`src/core/lane_regs_pkg.sv`:
```
package lane_regs_pkg;
   // ---------------------------------------------------------------
   // register indices, byte address is four times the index
   // ---------------------------------------------------------------
   localparam logic [13:0] IDX_TRAIN_CTL = 14'h0096;
   localparam logic [13:0] IDX_TRAIN_STATUS = 14'h0097;
   localparam logic [13:0] IDX_ABILITY = 14'h05dc;
   localparam logic [13:0] IDX_PRBS_CTL = 14'h05dd;
   localparam logic [13:0] IDX_ERR_CNT0 = 14'h06a4;
   localparam logic [13:0] IDX_IRQ_STATUS = 14'h0800;
   localparam logic [13:0] IDX_IRQ_MASK = 14'h0801;
   localparam int NUM_LANES = 4;
   localparam int ADDR_W = 16;

   // ---------------------------------------------------------------
   // field positions and constant values
   // ---------------------------------------------------------------
   localparam logic [15:0] ABILITY_VALUE = 16'h1029;
   localparam logic [15:0] PRBS_CTL_RESET = 16'h0000;
   localparam logic [15:0] STATUS_RESET = 16'h0000;
   localparam int BIT_PRBS31_SEL = 7;
   localparam int BIT_PRBS9_SEL = 6;
   localparam int BIT_TX_GEN_EN = 3;
   localparam int BIT_RX_CHK_EN = 0;
   localparam int BIT_TRAIN_EN = 1;
   localparam int BIT_TRAIN_RESTART = 0;
   localparam logic [15:0] ERR_CNT_MAX = 16'hffff;
   localparam int TRAIN_WAIT_CYCLES = 8192;

   // ---------------------------------------------------------------
   // carriers
   // ---------------------------------------------------------------
   typedef struct packed {
      logic fail;
      logic startup;
      logic lock;
      logic ready;
   } lane_status_t;

   typedef struct packed {
      logic gen_en;
      logic chk_en;
      logic sel_prbs31;
      logic sel_prbs9;
   } prbs_drive_t;

   typedef struct packed {
      logic [ADDR_W-1:0] paddr;
      logic psel;
      logic penable;
      logic pwrite;
      logic [31:0] pwdata;
   } apb_req_t;

   typedef enum logic [1:0] {
      ST_OFF = 2'b00,
      ST_RUN = 2'b01,
      ST_DONE = 2'b10,
      ST_FAIL = 2'b11
   } train_state_t;
endpackage : lane_regs_pkg

```
`src/core/lane_trainer.sv`:
```
`timescale 1ns/100ps
module lane_trainer #(
   parameter int WAIT_CYCLES = lane_regs_pkg::TRAIN_WAIT_CYCLES
) (
   input wire logic clk,
   input wire logic srst,
   input wire logic train_en,
   input wire logic restart,
   input wire logic frame_seen,
   input wire logic lane_ready,
   input wire logic lane_fail,
   output lane_regs_pkg::lane_status_t status
);
   import lane_regs_pkg::*;

   train_state_t state;
   logic [$clog2(WAIT_CYCLES+1)-1:0] wait_cnt;

   // ---------------------------------------------------------------
   // start-up protocol
   // ---------------------------------------------------------------
   always_ff @(posedge clk) begin
      if (srst) begin
         state <= ST_OFF;
         wait_cnt <= '0;
      end else if (!train_en) begin // [RULE16]
         state <= ST_OFF;
         wait_cnt <= '0;
      end else if (restart) begin // [RULE17]
         state <= ST_RUN;
         wait_cnt <= '0;
      end else begin
         case (state)
            ST_OFF: begin
               state <= ST_RUN;
               wait_cnt <= '0;
            end
            ST_RUN: begin
               wait_cnt <= wait_cnt + 1'b1;
               if (lane_fail || wait_cnt == WAIT_CYCLES[$bits(wait_cnt)-1:0])
                  state <= ST_FAIL;
               else if (lane_ready && frame_seen)
                  state <= ST_DONE;
            end
            default: state <= state;
         endcase
      end
   end

   // ---------------------------------------------------------------
   // status flags, untouched by software reset
   // ---------------------------------------------------------------
   always_ff @(posedge clk) begin
      if (srst) begin // [RULE18]
         status <= '0;
      end else begin
         status.fail <= (state == ST_FAIL); // [RULE1]
         status.startup <= (state == ST_RUN); // [RULE2]
         status.lock <= train_en && frame_seen; // [RULE3]
         status.ready <= (state == ST_DONE); // [RULE4]
      end
   end
endmodule : lane_trainer

```
`src/core/error_counter.sv`:
```
`timescale 1ns/100ps
module error_counter #(
   parameter int WIDTH = 16
) (
   input wire logic clk,
   input wire logic srst,
   input wire logic soft_reset,
   input wire logic enable,
   input wire logic bit_err,
   input wire logic clear,
   output logic [WIDTH-1:0] count
);
   import lane_regs_pkg::*;

   // ---------------------------------------------------------------
   // saturating count, cleared by a read
   // ---------------------------------------------------------------
   always_ff @(posedge clk) begin
      if (srst || soft_reset) begin
         count <= '0;
      end else if (clear) begin // [RULE15]
         count <= {{(WIDTH-1){1'b0}}, enable && bit_err};
      end else if (enable && bit_err && count != {WIDTH{1'b1}}) begin
         count <= count + 1'b1; // [RULE15]
      end
   end
endmodule : error_counter

```
`src/core/lane_regs.sv`:
```
`timescale 1ns/100ps
// How it works
// RULE1: status bits 15,11,7,3 flag a training failure per lane.
// RULE2: status bits 14,10,6,2 read one while start-up is in progress.
// RULE3: status bits 13,9,5,1 show training frame lock per lane.
// RULE4: status bits 12,8,4,0 show the receiver trained and ready.
// RULE5: ability bit 12 reads one: square-wave test supported.
// RULE6: ability bit 5 reads one, bit 4 reads zero.
// RULE7: ability bit 3 reads one: transmit PRBS31 generator exists.
// RULE8: ability bits 2 and 1 read zero.
// RULE9: ability bit 0 reads one: receive PRBS31 checker exists.
// RULE10: control bit 7 selects PRBS31, resets to zero.
// RULE11: control bit 6 selects PRBS9, resets to zero.
// RULE12: control bit 3 enables the transmit pattern generator.
// RULE13: control bits 2 and 1 are read-only zero.
// RULE14: control bit 0 enables the receive pattern checker.
// RULE15: per-lane 16-bit error counters saturate and clear on read.
// RULE16: training runs only while the training enable bit is set.
// RULE17: self-clearing restart bit restarts the start-up protocol.
// RULE18: training status clears on hard reset, kept on soft reset.
// RULE19: PRBS31 wins over PRBS9; reserved bits read zero.
module lane_regs #(
   parameter int LANES = lane_regs_pkg::NUM_LANES,
   parameter int WAIT_CYCLES = lane_regs_pkg::TRAIN_WAIT_CYCLES
) (
   input wire logic clk,
   input wire logic srst,
   input wire logic soft_reset,
   input wire logic [lane_regs_pkg::ADDR_W-1:0] paddr,
   input wire logic psel,
   input wire logic penable,
   input wire logic pwrite,
   input wire logic [31:0] pwdata,
   output logic [31:0] prdata,
   output logic pready,
   output logic pslverr,
   input wire logic [LANES-1:0] frame_seen,
   input wire logic [LANES-1:0] lane_ready,
   input wire logic [LANES-1:0] lane_fail,
   input wire logic [LANES-1:0] bit_err,
   output lane_regs_pkg::prbs_drive_t prbs_drive,
   output logic irq
);
   import lane_regs_pkg::*;

   // ---------------------------------------------------------------
   // declarations
   // ---------------------------------------------------------------
   apb_req_t req;
   lane_status_t [LANES-1:0] lane_status;
   lane_status_t [LANES-1:0] lane_status_q;
   logic [LANES-1:0][15:0] err_count;
   logic [LANES-1:0] err_clear;
   logic [15:0] prbs_ctl;
   logic train_en;
   logic train_restart;
   logic [2*LANES-1:0] irq_status;
   logic [2*LANES-1:0] irq_mask;
   logic [2*LANES-1:0] irq_event;
   logic [31:0] next_rdata;
   logic next_err;
   logic setup;
   logic write_done;
   logic [13:0] idx;
   logic [15:0] status_word;

   assign req = '{paddr: paddr, psel: psel, penable: penable,
                  pwrite: pwrite, pwdata: pwdata};

   // ---------------------------------------------------------------
   // decode helpers
   // ---------------------------------------------------------------
   function automatic logic [13:0] word_index(input logic [ADDR_W-1:0] a);
      word_index = a[15:2];
   endfunction : word_index

   function automatic logic aligned(input logic [ADDR_W-1:0] a);
      aligned = (a[1:0] == 2'b00);
   endfunction : aligned

   function automatic logic is_counter(input logic [13:0] i, input int n);
      is_counter = (i == IDX_ERR_CNT0 + 14'(n));
   endfunction : is_counter

   assign idx = word_index(req.paddr);
   assign setup = req.psel && !req.penable;
   assign write_done = req.psel && req.penable && pready && req.pwrite;
   assign status_word = lane_status;

   // ---------------------------------------------------------------
   // per-lane training and error counting
   // ---------------------------------------------------------------
   genvar g;
   generate
      for (g = 0; g < LANES; g = g + 1) begin : g_lane
         lane_trainer #(
            .WAIT_CYCLES(WAIT_CYCLES)
         ) u_trainer (
            .clk(clk),
            .srst(srst),
            .train_en(train_en), // [RULE16]
            .restart(train_restart), // [RULE17]
            .frame_seen(frame_seen[g]),
            .lane_ready(lane_ready[g]),
            .lane_fail(lane_fail[g]),
            .status(lane_status[g])
         );

         error_counter #(
            .WIDTH(16)
         ) u_errcnt (
            .clk(clk),
            .srst(srst),
            .soft_reset(soft_reset),
            .enable(prbs_drive.chk_en), // [RULE15]
            .bit_err(bit_err[g]),
            .clear(err_clear[g]),
            .count(err_count[g])
         );

         assign err_clear[g] = setup && !req.pwrite && aligned(req.paddr)
                               && is_counter(idx, g); // [RULE15]
         assign irq_event[g] = lane_status[g].fail
                               && !lane_status_q[g].fail;
         assign irq_event[LANES+g] = lane_status[g].ready
                                     && !lane_status_q[g].ready;
      end
   endgenerate

   // ---------------------------------------------------------------
   // apb handshake, no wait states
   // ---------------------------------------------------------------
   always_ff @(posedge clk) begin
      if (srst) begin
         pready <= 1'b0;
      end else begin
         pready <= setup;
      end
   end

   // ---------------------------------------------------------------
   // read data mux
   // ---------------------------------------------------------------
   always_comb begin
      next_rdata = 32'h0000_0000;
      next_err = 1'b0;
      if (!aligned(req.paddr)) begin
         next_err = 1'b1;
      end else if (idx == IDX_TRAIN_STATUS) begin
         next_rdata[15:0] = status_word; // [RULE1] [RULE2] [RULE3] [RULE4]
      end else if (idx == IDX_ABILITY) begin
         next_rdata[15:0] = ABILITY_VALUE; // [RULE5] [RULE6] [RULE7]
      end else if (idx == IDX_PRBS_CTL) begin
         next_rdata[15:0] = prbs_ctl; // [RULE13] [RULE19]
      end else if (idx == IDX_TRAIN_CTL) begin
         next_rdata[BIT_TRAIN_EN] = train_en;
         next_rdata[BIT_TRAIN_RESTART] = train_restart;
      end else if (idx >= IDX_ERR_CNT0 &&
                   idx < IDX_ERR_CNT0 + 14'(LANES)) begin
         next_rdata[15:0] = err_count[2'(idx - IDX_ERR_CNT0)];
      end else if (idx == IDX_IRQ_STATUS) begin
         next_rdata[2*LANES-1:0] = irq_status;
      end else if (idx == IDX_IRQ_MASK) begin
         next_rdata[2*LANES-1:0] = irq_mask;
      end else begin
         next_err = 1'b1;
      end
      if (ABILITY_VALUE[BIT_RX_CHK_EN] == 1'b0) begin
         next_err = 1'b1; // [RULE8] [RULE9]
      end
   end

   always_ff @(posedge clk) begin
      if (srst) begin
         prdata <= 32'h0000_0000;
         pslverr <= 1'b0;
      end else if (setup) begin
         prdata <= req.pwrite ? 32'h0000_0000 : next_rdata;
         pslverr <= next_err;
      end else begin
         pslverr <= 1'b0;
      end
   end

   // ---------------------------------------------------------------
   // pattern test control word
   // ---------------------------------------------------------------
   always_ff @(posedge clk) begin
      if (srst || soft_reset) begin
         prbs_ctl <= PRBS_CTL_RESET; // [RULE10] [RULE11]
      end else if (write_done && idx == IDX_PRBS_CTL) begin
         prbs_ctl <= 16'h0000;
         prbs_ctl[BIT_PRBS31_SEL] <= req.pwdata[BIT_PRBS31_SEL]; // [RULE10]
         prbs_ctl[BIT_PRBS9_SEL] <= req.pwdata[BIT_PRBS9_SEL]; // [RULE11]
         prbs_ctl[BIT_TX_GEN_EN] <= req.pwdata[BIT_TX_GEN_EN]; // [RULE12]
         prbs_ctl[BIT_RX_CHK_EN] <= req.pwdata[BIT_RX_CHK_EN]; // [RULE14]
      end
   end

   // ---------------------------------------------------------------
   // drive to the pattern logic
   // ---------------------------------------------------------------
   always_ff @(posedge clk) begin
      if (srst) begin
         prbs_drive <= '0;
      end else begin
         prbs_drive.gen_en <= prbs_ctl[BIT_TX_GEN_EN]; // [RULE12]
         prbs_drive.chk_en <= prbs_ctl[BIT_RX_CHK_EN]; // [RULE14]
         prbs_drive.sel_prbs31 <= prbs_ctl[BIT_PRBS31_SEL]; // [RULE10]
         prbs_drive.sel_prbs9 <= prbs_ctl[BIT_PRBS9_SEL]
                                 && !prbs_ctl[BIT_PRBS31_SEL]; // [RULE19]
      end
   end

   // ---------------------------------------------------------------
   // training control, kept across soft reset
   // ---------------------------------------------------------------
   always_ff @(posedge clk) begin
      if (srst) begin
         train_en <= 1'b0;
      end else if (write_done && idx == IDX_TRAIN_CTL) begin
         train_en <= req.pwdata[BIT_TRAIN_EN]; // [RULE16]
      end
   end

   always_ff @(posedge clk) begin
      if (srst) begin
         train_restart <= 1'b0;
      end else if (write_done && idx == IDX_TRAIN_CTL) begin
         train_restart <= req.pwdata[BIT_TRAIN_RESTART]; // [RULE17]
      end else begin
         train_restart <= 1'b0; // [RULE17]
      end
   end

   // ---------------------------------------------------------------
   // interrupt events: lane failure and lane ready rising edges
   // ---------------------------------------------------------------
   always_ff @(posedge clk) begin
      if (srst) begin
         lane_status_q <= '0;
      end else begin
         lane_status_q <= lane_status;
      end
   end

   always_ff @(posedge clk) begin
      if (srst) begin
         irq_status <= '0;
      end else if (write_done && idx == IDX_IRQ_STATUS) begin
         irq_status <= (irq_status & ~req.pwdata[2*LANES-1:0]) | irq_event;
      end else begin
         irq_status <= irq_status | irq_event;
      end
   end

   always_ff @(posedge clk) begin
      if (srst) begin
         irq_mask <= '0;
      end else if (write_done && idx == IDX_IRQ_MASK) begin
         irq_mask <= req.pwdata[2*LANES-1:0];
      end
   end

   always_ff @(posedge clk) begin
      if (srst) begin
         irq <= 1'b0;
      end else begin
         irq <= |(irq_status & irq_mask);
      end
   end
endmodule : lane_regs

```
`config.mk`:
```
export PLATFORM = sky130hd
export DESIGN_NAME = lane_regs
export DESIGN_NICKNAME = d
export VERILOG_FILES = /design/src/core/lane_regs_pkg.sv /design/src/core/lane_trainer.sv /design/src/core/error_counter.sv /design/src/core/lane_regs.sv
export SDC_FILE = /design/constraint.sdc
export NUM_CORES = 1
export LEC_CHECK = 0
export ABC_AREA = 1
export BUFFER_PORTS_ARGS = -buffer_cell sky130_fd_sc_hd__buf_4
export CORE_MARGIN = 2
export CORE_UTILIZATION = 45
export CTS_CLUSTER_SIZE = 16
export DETAILED_ROUTE_END_ITERATION = 10
export GPL_ROUTABILITY_DRIVEN = 0
export GPL_TIMING_DRIVEN = 1
export PLACE_DENSITY = 0.7
export SYNTH_ARGS = -nofsm -noshare
export SYNTH_HDL_FRONTEND = slang
export SYNTH_SLANG_ARGS = --single-unit
```
`constraint.sdc`:
```
create_clock -name clk -period 2.85 [get_ports clk]
set_input_delay 0.4275 -clock clk [delete_from_list [all_inputs] [get_ports clk]]
set_output_delay 0.4275 -clock clk [all_outputs]
set_load 0.05 [all_outputs]
```
==> results of run 1 <==
sequential cells by signal, summed over array words and instances, names as in the netlist, 4 cells and up:
register and count:
g_lane.u_errcnt.count 64, g_lane.u_trainer.state 8, g_lane.u_trainer.status 16, g_lane.u_trainer.wait_cnt 56
irq_mask 8, irq_status 8, lane_status_q 8, prbs_ctl 4
prbs_drive 4, prdata 16
cell usage after synthesis, types with 2 or more instances:
| master | number | area share [%] |
|---|---|---|
| sky130_fd_sc_hd__buf_6 | 2 | 0.22 |
| sky130_fd_sc_hd__nor2_2 | 8 | 0.50 |
| sky130_fd_sc_hd__nand2_1 | 302 | 11 |
| sky130_fd_sc_hd__nand4_1 | 33 | 2.1 |
| sky130_fd_sc_hd__nor2_1 | 155 | 5.8 |
| sky130_fd_sc_hd__ha_1 | 12 | 1.5 |
| sky130_fd_sc_hd__or2_2 | 2 | 0.12 |
| sky130_fd_sc_hd__o21ai_1 | 7 | 0.35 |
| sky130_fd_sc_hd__o21ai_0 | 89 | 4.4 |
| sky130_fd_sc_hd__clkinv_1 | 3 | 0.11 |
| sky130_fd_sc_hd__inv_2 | 9 | 0.34 |
| sky130_fd_sc_hd__buf_4 | 20 | 1.5 |
| sky130_fd_sc_hd__a31oi_1 | 3 | 0.19 |
| sky130_fd_sc_hd__o22ai_1 | 31 | 1.9 |
| sky130_fd_sc_hd__inv_1 | 199 | 7.4 |
| sky130_fd_sc_hd__nor3_1 | 51 | 2.5 |
| sky130_fd_sc_hd__clkbuf_1 | 12 | 0.45 |
| sky130_fd_sc_hd__o31ai_1 | 4 | 0.30 |
| sky130_fd_sc_hd__nor4_1 | 16 | 1.0 |
| sky130_fd_sc_hd__nor2_4 | 5 | 0.56 |
| sky130_fd_sc_hd__a21oi_2 | 2 | 0.17 |
| sky130_fd_sc_hd__a21oi_1 | 124 | 6.2 |
| sky130_fd_sc_hd__nand2_2 | 10 | 0.62 |
| sky130_fd_sc_hd__a221oi_1 | 8 | 0.70 |
| sky130_fd_sc_hd__a211oi_1 | 6 | 0.45 |
| sky130_fd_sc_hd__a21oi_4 | 2 | 0.32 |
| sky130_fd_sc_hd__nand3_1 | 83 | 4.1 |
| sky130_fd_sc_hd__o21a_1 | 6 | 0.45 |
| sky130_fd_sc_hd__buf_2 | 14 | 0.70 |
| sky130_fd_sc_hd__o211ai_1 | 5 | 0.37 |
| sky130_fd_sc_hd__dfxtp_1 | 197 | 39 |
| sky130_fd_sc_hd__xor2_1 | 24 | 2.1 |
| sky130_fd_sc_hd__nand2_4 | 6 | 0.67 |
| sky130_fd_sc_hd__nand3b_1 | 2 | 0.15 |
cells in the final DEF, fill, tap and decap left out, types with 3 or more instances in the layout:
master	count
sky130_fd_sc_hd__o211ai_1	5
sky130_fd_sc_hd__a31oi_1	3
sky130_fd_sc_hd__o22ai_1	31
sky130_fd_sc_hd__nand2_1	302
sky130_fd_sc_hd__a21oi_1	124
sky130_fd_sc_hd__dfxtp_1	197
sky130_fd_sc_hd__o21a_1	6
sky130_fd_sc_hd__ha_1	12
sky130_fd_sc_hd__inv_1	199
sky130_fd_sc_hd__xor2_1	24
sky130_fd_sc_hd__nor2_1	155
sky130_fd_sc_hd__o21ai_0	89
sky130_fd_sc_hd__nand2_2	10
sky130_fd_sc_hd__clkinv_1	3
sky130_fd_sc_hd__inv_8	5
sky130_fd_sc_hd__a211oi_1	6
sky130_fd_sc_hd__o31ai_1	4
sky130_fd_sc_hd__nand2_4	6
sky130_fd_sc_hd__nor4_1	16
sky130_fd_sc_hd__a221oi_1	8
sky130_fd_sc_hd__nor2_2	8
sky130_fd_sc_hd__nand4_1	33
sky130_fd_sc_hd__clkinvlp_4	3
sky130_fd_sc_hd__nor3_1	51
sky130_fd_sc_hd__buf_4	75
sky130_fd_sc_hd__clkbuf_16	17
sky130_fd_sc_hd__inv_2	9
sky130_fd_sc_hd__o21ai_1	7
sky130_fd_sc_hd__conb_1	16
sky130_fd_sc_hd__nor2_4	5
sky130_fd_sc_hd__nand3_1	83
per-layer routing:
layer	up-vias	GRT usage (%)	part of all wire [%]
met3	46	3.86	5.7
met1	4408	30.6	47
li1	4913	-	-
met4	0	8.08	2.5
met2	287	34.3	44
met5	-	0	0
worst max-delay path by stage:
stage	start	to	slack, ns	cells past startpoint
after detailed placement	paddr[13]	g_lane[0].u_errcnt.count[2]	0.54	11
after global routing	g_lane[3].u_errcnt.count[0]	g_lane[3].u_errcnt.count[7]	0.49	11
final	g_lane[3].u_errcnt.count[0]	g_lane[3].u_errcnt.count[7]	0.70	11
after floorplan	pready	irq_mask[5]	1.21	6
after CTS	g_lane[3].u_errcnt.count[0]	g_lane[3].u_errcnt.count[7]	0.74	11
after global placement	paddr[13]	g_lane[3].u_errcnt.count[1]	0.58	11
logic make-up after synthesis:
family / share of synthesized area (%)
buffers and inverters: 10.8
flip-flops: 39.3
other: 0.0374
adder cells (fa/ha/maj): 1.50
AND/OR/NAND/NOR: 29.9
XOR/XNOR: 2.18
AO/OA/AOI/OAI: 16.3
report_power, final:
group	switching [mW]	internal, mW	leakage (nW)	total, mW
combinational	0.179	0.0742	2.22	0.254
clock	1.15	1.26	0.279	2.41
sequential	0.000431	2.75	1.59	2.75
worst max-delay path, stage by stage (launching register included):
cell	delay, ns
sky130_fd_sc_hd__dfxtp_1	0.35
sky130_fd_sc_hd__ha_1	0.22
sky130_fd_sc_hd__nand3_1	0.08
sky130_fd_sc_hd__nor2_1	0.06
sky130_fd_sc_hd__nand3_1	0.08
sky130_fd_sc_hd__nand3_1	0.31
sky130_fd_sc_hd__inv_1	0.33
sky130_fd_sc_hd__nand3_1	0.18
sky130_fd_sc_hd__nor2_1	0.23
sky130_fd_sc_hd__nand3_1	0.10
sky130_fd_sc_hd__nand2_1	0.07
sky130_fd_sc_hd__nor2_1	0.04
cell type report:
type	count	share of cell area (%)
Multi-Input combinational cell	1023	44.9
Tap cell	280	3.10
Clock buffer	19	3.92
Sequential cell	197	34.9
Timing Repair Buffer	75	4.98
Inverter	211	7.01
Clock inverter	13	1.24
==> results.sh, run 1 <==
export IMPL_number_of_synthesized_flops_with_an_enable_pin=0
export IMPL_tightestPinTransition_ns=0.702
export IMPL_synthesis_instances=1464
export IMPL_avgRoutedWirePerCell_um=14.4
export IMPL_timing_critical_path_fanout_max=11
export IMPL_grt_antenna_before_repair=0
export IMPL_timing_final_ws_setup_ns=0.699
export IMPL_port_buffer_count=68
export IMPL_finish_utilization_pct=51.6
export IMPL_critPathKind="register to register"
export IMPL_cts_root_buf="sky130_fd_sc_hd__clkbuf_16"
export IMPL_min_delay_start="srst"
export IMPL_critPathRequiredTime_ns=3.19
export IMPL_setup_violations_final=0
export IMPL_async_flop_share_pct=0
export IMPL_cts_buffers_inserted=17
export IMPL_mappedNetlistArea_sq_um=10000
export IMPL_grt_setup_unrepaired="false"
export IMPL_cts_resized=0
export IMPL_syn_area_per_cell_sq_um=6.86
export IMPL_synth_cell_types=46
export IMPL_drt_initial_drc_count=794
export IMPL_holdPathEnd="prbs_drive[0]"
export IMPL_postCtsHoldBufs=0
export IMPL_worstPathArrival_ns=2.49
export IMPL_placed_cell_area_sq_um=10700
export IMPL_die_area_sq_um=23500
export IMPL_slew_headroom_pct=53.0
export IMPL_path_clk_slew_ns=0.07
export IMPL_chipHeight_um=153
export IMPL_cts_buffer_depth=2
export IMPL_tritoncts="built"
export IMPL_run_status="finished, final reports clean"
export IMPL_floorplan_initialDensity_pct=45.9
export IMPL_nNetsFinal=1607
export IMPL_grt_util_overall_pct=22.0
export IMPL_crit_path_end_kind="register"
export IMPL_critical_path_reg2reg_endpoint="g_lane[3].u_errcnt.count[7]"
export IMPL_rows=54
export IMPL_critical_register_to_register_path_startpoint="g_lane[3].u_errcnt.count[0]"
export IMPL_finalHoldViolations=0
export IMPL_post_cts_setup_buffer_count=0
export IMPL_post_route_cell_area_sq_um=11300
export IMPL_post_place_cells=1786
export IMPL_vdd_ir_drop_max_mv=0.313
export IMPL_predominant_post_synthesis_flop_cell="sky130_fd_sc_hd__dfxtp_1"
export IMPL_route_antenna_remaining_nets=0
export IMPL_holdPathStages=2
export IMPL_core_area_sq_um=21900
export IMPL_synth_warning_count=0
export IMPL_synth_seq_cells=197
export IMPL_cts_sinks=197
export IMPL_flow_area_growth_from_synthesis_pct=12.6
export IMPL_ratio_of_cells_with_drive_above_1_in_the_final_layout_pct=10.1
export IMPL_pre_cts_slack_ns=0.539
export IMPL_hp_class="input pin to register"
export IMPL_overflow=0
export IMPL_drc_errors=0
export IMPL_timing_hold_ws_ns=0.223
export IMPL_floorplan_io_pins=109
export IMPL_fillers=2185
export IMPL_multi_input_combinational_cell_area_sq_um=5070
export IMPL_vias_per_cell=5.31
export IMPL_fin_crit_ns=2.15
export IMPL_power_leakage_nw=4.09
export IMPL_drt_pass1_iter_count=5
export IMPL_fmax_ghz=0.465
export IMPL_cap_violations=0
export IMPL_layout_area_seq_sq_um=3940
export IMPL_clk_latency_ns=0.44
export IMPL_cts_max_level=4
export IMPL_rrSetupSlack_ns=0.70
export IMPL_routed_wirelength_um=26100
export IMPL_fin_skew_ns=0.0119
export IMPL_report_final_slew_viol_count=0
export IMPL_timing_setup_tns_ns=0
export IMPL_worstSetupStartpointType="register"
export IMPL_r2r_cells=11
export IMPL_yosysSeqAreaShare_pct=39.3
export IMPL_diodes=0
export IMPL_grt_pass1_wl_um=42500
export IMPL_min_period_over_period_pct=75.5
export IMPL_post_dp_hpwl_um=19800
export IMPL_maximum_number_of_pins_on_one_net_before_global_route_repair=29
export IMPL_design_power_total_mw=5.42
export IMPL_grt_pass1_vias=8642
export IMPL_power_density_nw_per_um2=479
export IMPL_chipWidth_um=153
export IMPL_instances_no_fill=1818
export IMPL_via_count=9654
(Power assumes the default switching activity.)
==> run 2, diff against run 1 <==
--- a/config.mk
+++ b/config.mk
@@ -5,7 +5,7 @@
 export SDC_FILE = /design/constraint.sdc
 export NUM_CORES = 1
 export LEC_CHECK = 0
-export ABC_AREA = 1
+export ABC_AREA = 0
 export BUFFER_PORTS_ARGS = -buffer_cell sky130_fd_sc_hd__buf_4
 export CORE_MARGIN = 2
 export CORE_UTILIZATION = 45
==> constraint.sdc (replaced) <==
create_clock -name clk -period 2.2 [get_ports clk]
set_input_delay 0.33 -clock clk [delete_from_list [all_inputs] [get_ports clk]]
set_output_delay 0.33 -clock clk [all_outputs]
set_load 0.05 [all_outputs]
==> run 2 against run 1 <==
Against the previous run:
- first-iteration DRC count decreased by 8.9%
- setup slack got worse by 0.47 ns
- largest power group unchanged
- design area decreased by 1.7%
- largest cell class unchanged
==> results.sh, run 2 <==
export IMPL_synth_warning_count=0
export IMPL_number_of_synthesized_flops_with_an_enable_pin=0
export IMPL_placed_cell_area_sq_um=10500
export IMPL_cts_buffer_depth=2
export IMPL_cap_violations=0
export IMPL_power_density_nw_per_um2=632
export IMPL_pre_cts_slack_ns=0.160
export IMPL_hp_class="input pin to register"
export IMPL_grt_pass1_vias=7281
export IMPL_synth_most_common_cell="sky130_fd_sc_hd__dfxtp_1"
export IMPL_vdd_ir_drop_max_mv=0.490
export IMPL_clk_latency_ns=0.44
export IMPL_via_count=8224
export IMPL_predominant_post_synthesis_flop_cell="sky130_fd_sc_hd__dfxtp_1"
export IMPL_maximum_number_of_pins_on_one_net_before_global_route_repair=45
export IMPL_routed_wirelength_um=23700
export IMPL_chipHeight_um=151
export IMPL_worstSetupStartpointType="register"
export IMPL_avgRoutedWirePerCell_um=16.2
export IMPL_fillers=1950
export IMPL_synth_largest_area_cell="sky130_fd_sc_hd__dfxtp_1"
export IMPL_timing_setup_tns_ns=0
export IMPL_min_period_over_period_pct=89.7
export IMPL_floorplan_initialDensity_pct=45.9
export IMPL_crit_path_end_kind="register"
export IMPL_rows=53
export IMPL_mappedNetlistArea_sq_um=9680
export IMPL_yosysSeqAreaShare_pct=40.7
export IMPL_slew_headroom_pct=54.8
export IMPL_syn_area_per_cell_sq_um=8.80
export IMPL_flow_area_growth_from_synthesis_pct=14.8
export IMPL_mostFrequentLayoutCell="sky130_fd_sc_hd__dfxtp_1"
export IMPL_cts_max_level=4
export IMPL_layout_cells_most_common_list="sky130_fd_sc_hd__dfxtp_1 (197), sky130_fd_sc_hd__nor2_1 (173), sky130_fd_sc_hd__buf_4 (99)"
export IMPL_drt_pass1_iter_count=8
export IMPL_synth_top_cells_by_count="sky130_fd_sc_hd__dfxtp_1 (197), sky130_fd_sc_hd__nor2_1 (173), sky130_fd_sc_hd__nand2_1 (67)"
export IMPL_die_area_sq_um=22700
export IMPL_cts_sinks=197
export IMPL_synth_top_cell_area_share_pct=40.7
export IMPL_critPathMaxStageDelay_ns=0.57
export IMPL_timing_critical_path_fanout_max=9
export IMPL_fin_crit_ns=1.97
export IMPL_overflow=0
export IMPL_port_buffer_count=68
export IMPL_report_final_slew_viol_count=0
export IMPL_biggestRegsByFlops="g_lane.u_errcnt.count: 64 flops, g_lane.u_trainer.wait_cnt: 56 flops"
export IMPL_critPathKind="register to register"
export IMPL_gr_usage_met2_pct=32.2
export IMPL_floorplan_io_pins=109
export IMPL_grt_setup_unrepaired="false"
export IMPL_largest_register="g_lane.u_errcnt.count"
export IMPL_synth_seq_cells=197
export IMPL_cpMaxStageDelayCell="sky130_fd_sc_hd__or4_1"
export IMPL_largest_register_ffs=64
export IMPL_ratio_of_cells_with_drive_above_1_in_the_final_layout_pct=14.2
export IMPL_post_place_cells=1428
export IMPL_cts_resized=0
export IMPL_path_clk_slew_ns=0.08
export IMPL_grt_pass1_wl_um=37900
export IMPL_cts_root_buf="sky130_fd_sc_hd__clkbuf_16"
export IMPL_chipWidth_um=151
export IMPL_fmax_ghz=0.507
export IMPL_timing_critical_path_cells="ha_1, nand4_2, or4_1, o21ai_4, nor2_1, o2111a_1"
export IMPL_post_route_cell_area_sq_um=11100
export IMPL_fin_skew_ns=0.00858
export IMPL_finalHoldViolations=0
export IMPL_synthesis_instances=1100
export IMPL_instances_no_fill=1460
export IMPL_timing_final_ws_setup_ns=0.226
export IMPL_global_route_peak_usage_layer="met2"
export IMPL_tritoncts="built"
export IMPL_run_status="finished, final reports clean"
export IMPL_critPathRequiredTime_ns=2.53
export IMPL_tightestPinTransition_ns=0.672
export IMPL_setup_violations_final=0
export IMPL_synth_top_cells_by_area="sky130_fd_sc_hd__dfxtp_1 (41%), sky130_fd_sc_hd__nor2_1 (6.7%), sky130_fd_sc_hd__xnor2_1 (4.2%)"
export IMPL_grt_antenna_before_repair=0
export IMPL_grt_util_overall_pct=21.2
export IMPL_diodes=0
export IMPL_route_antenna_remaining_nets=0
export IMPL_post_cts_setup_buffer_count=0
export IMPL_async_flop_share_pct=0
export IMPL_worstPathArrival_ns=2.30
export IMPL_core_area_sq_um=21100
export IMPL_grt_met1_usage_pct=30.5
export IMPL_drc_errors=0
export IMPL_synth_cell_types=72
export IMPL_power_leakage_nw=3.80
export IMPL_cts_buffers_inserted=17
export IMPL_grt_use_met3_pct=3.42
export IMPL_nNetsFinal=1254
export IMPL_postCtsHoldBufs=0
export IMPL_drt_initial_drc_count=723
export IMPL_post_dp_hpwl_um=17500
export IMPL_vias_per_cell=5.63
-- run 2: cell types whose count changed after synthesis, moves of 17 or more --
cell                       change
sky130_fd_sc_hd__a21oi_1      -73
sky130_fd_sc_hd__a22oi_1      +17
sky130_fd_sc_hd__inv_1       -179
sky130_fd_sc_hd__nand2_1     -235
sky130_fd_sc_hd__nand2b_1     +21
sky130_fd_sc_hd__nand3_1      -28
sky130_fd_sc_hd__nor2_1       +18
sky130_fd_sc_hd__nor2b_1      +29
sky130_fd_sc_hd__nor3_1       -22
sky130_fd_sc_hd__o21ai_0      -76
sky130_fd_sc_hd__o22ai_1      -31
sky130_fd_sc_hd__xnor2_1      +45
-- run 2: metrics by stage --
| step | power [mW] | hold slack, ns | utilization (%) |
|---|---|---|---|
| 4_1_cts | 7.06 | 0.0777 | 52.7 |
| 6_report | 7.02 | 0.0887 | 52.7 |
| 2_1_floorplan | 3.83 | 0.435 | - |
| 3_5_place_dp | 3.93 | 0.444 | 49.9 |
| 5_1_grt | 7.24 | 0.0863 | 52.7 |
| 3_3_place_gp | 3.93 | 0.444 | 49.9 |
-- run 2: logic make-up after synthesis --
group | synth area share, %
AOI/OAI and AO/OA | 10.4
xor gates and xnor gates | 7.33
muxes | 5.97
adders and majority gates | 1.55
and+or+nand+nor | 29.8
buffers and inverters | 4.20
other | 0.0387
DFF | 40.7
-- run 2: path summary, 6_finish.rpt --
check	end	slack, ns	cells past startpoint	startpoint
max	g_lane[3].u_errcnt.count[7]	0.23	6	g_lane[3].u_errcnt.count[0]
min	irq_status[5]	0.09	2	pwdata[5]
max reg2reg	g_lane[3].u_errcnt.count[7]	0.23	6	g_lane[3].u_errcnt.count[0]
min reg2reg	prdata[12]	0.45	2	prdata[12]
-- run 2: metal layers --
layer  vias up  routed length, um
li1       4059                  -
met1      3879              11100
met2       252              10700
met3        34               1420
met4         0                529
met5         -                  0
-- run 2: area by class of cell --
cell class	count	area (sq um)	area share, %
timing repair buffer	100	763	6.87
tap	275	344	3.10
inverter	20	75.1	0.676
clock buffer	18	429	3.86
sequential	197	3940	35.5
multi-input combinational	836	5390	48.5
clock inverter	14	169	1.52
-- run 2: worst max-delay path, delay by kind of cell, from the launching register on --
| family | cells | cell delay (ns) |
|---|---|---|
| compound gates | 2 | 0.52 |
| simple gates | 3 | 0.80 |
| fa+ha+maj | 1 | 0.22 |
| flops | 1 | 0.33 |
-- run 2: report_power, final --
| group | leakage (nW) | switching [mW] | internal [mW] |
|---|---|---|---|
| Combinational | 1.93 | 0.190 | 0.0944 |
| Clock | 0.292 | 1.46 | 1.71 |
| Sequential | 1.59 | 0.000693 | 3.56 |
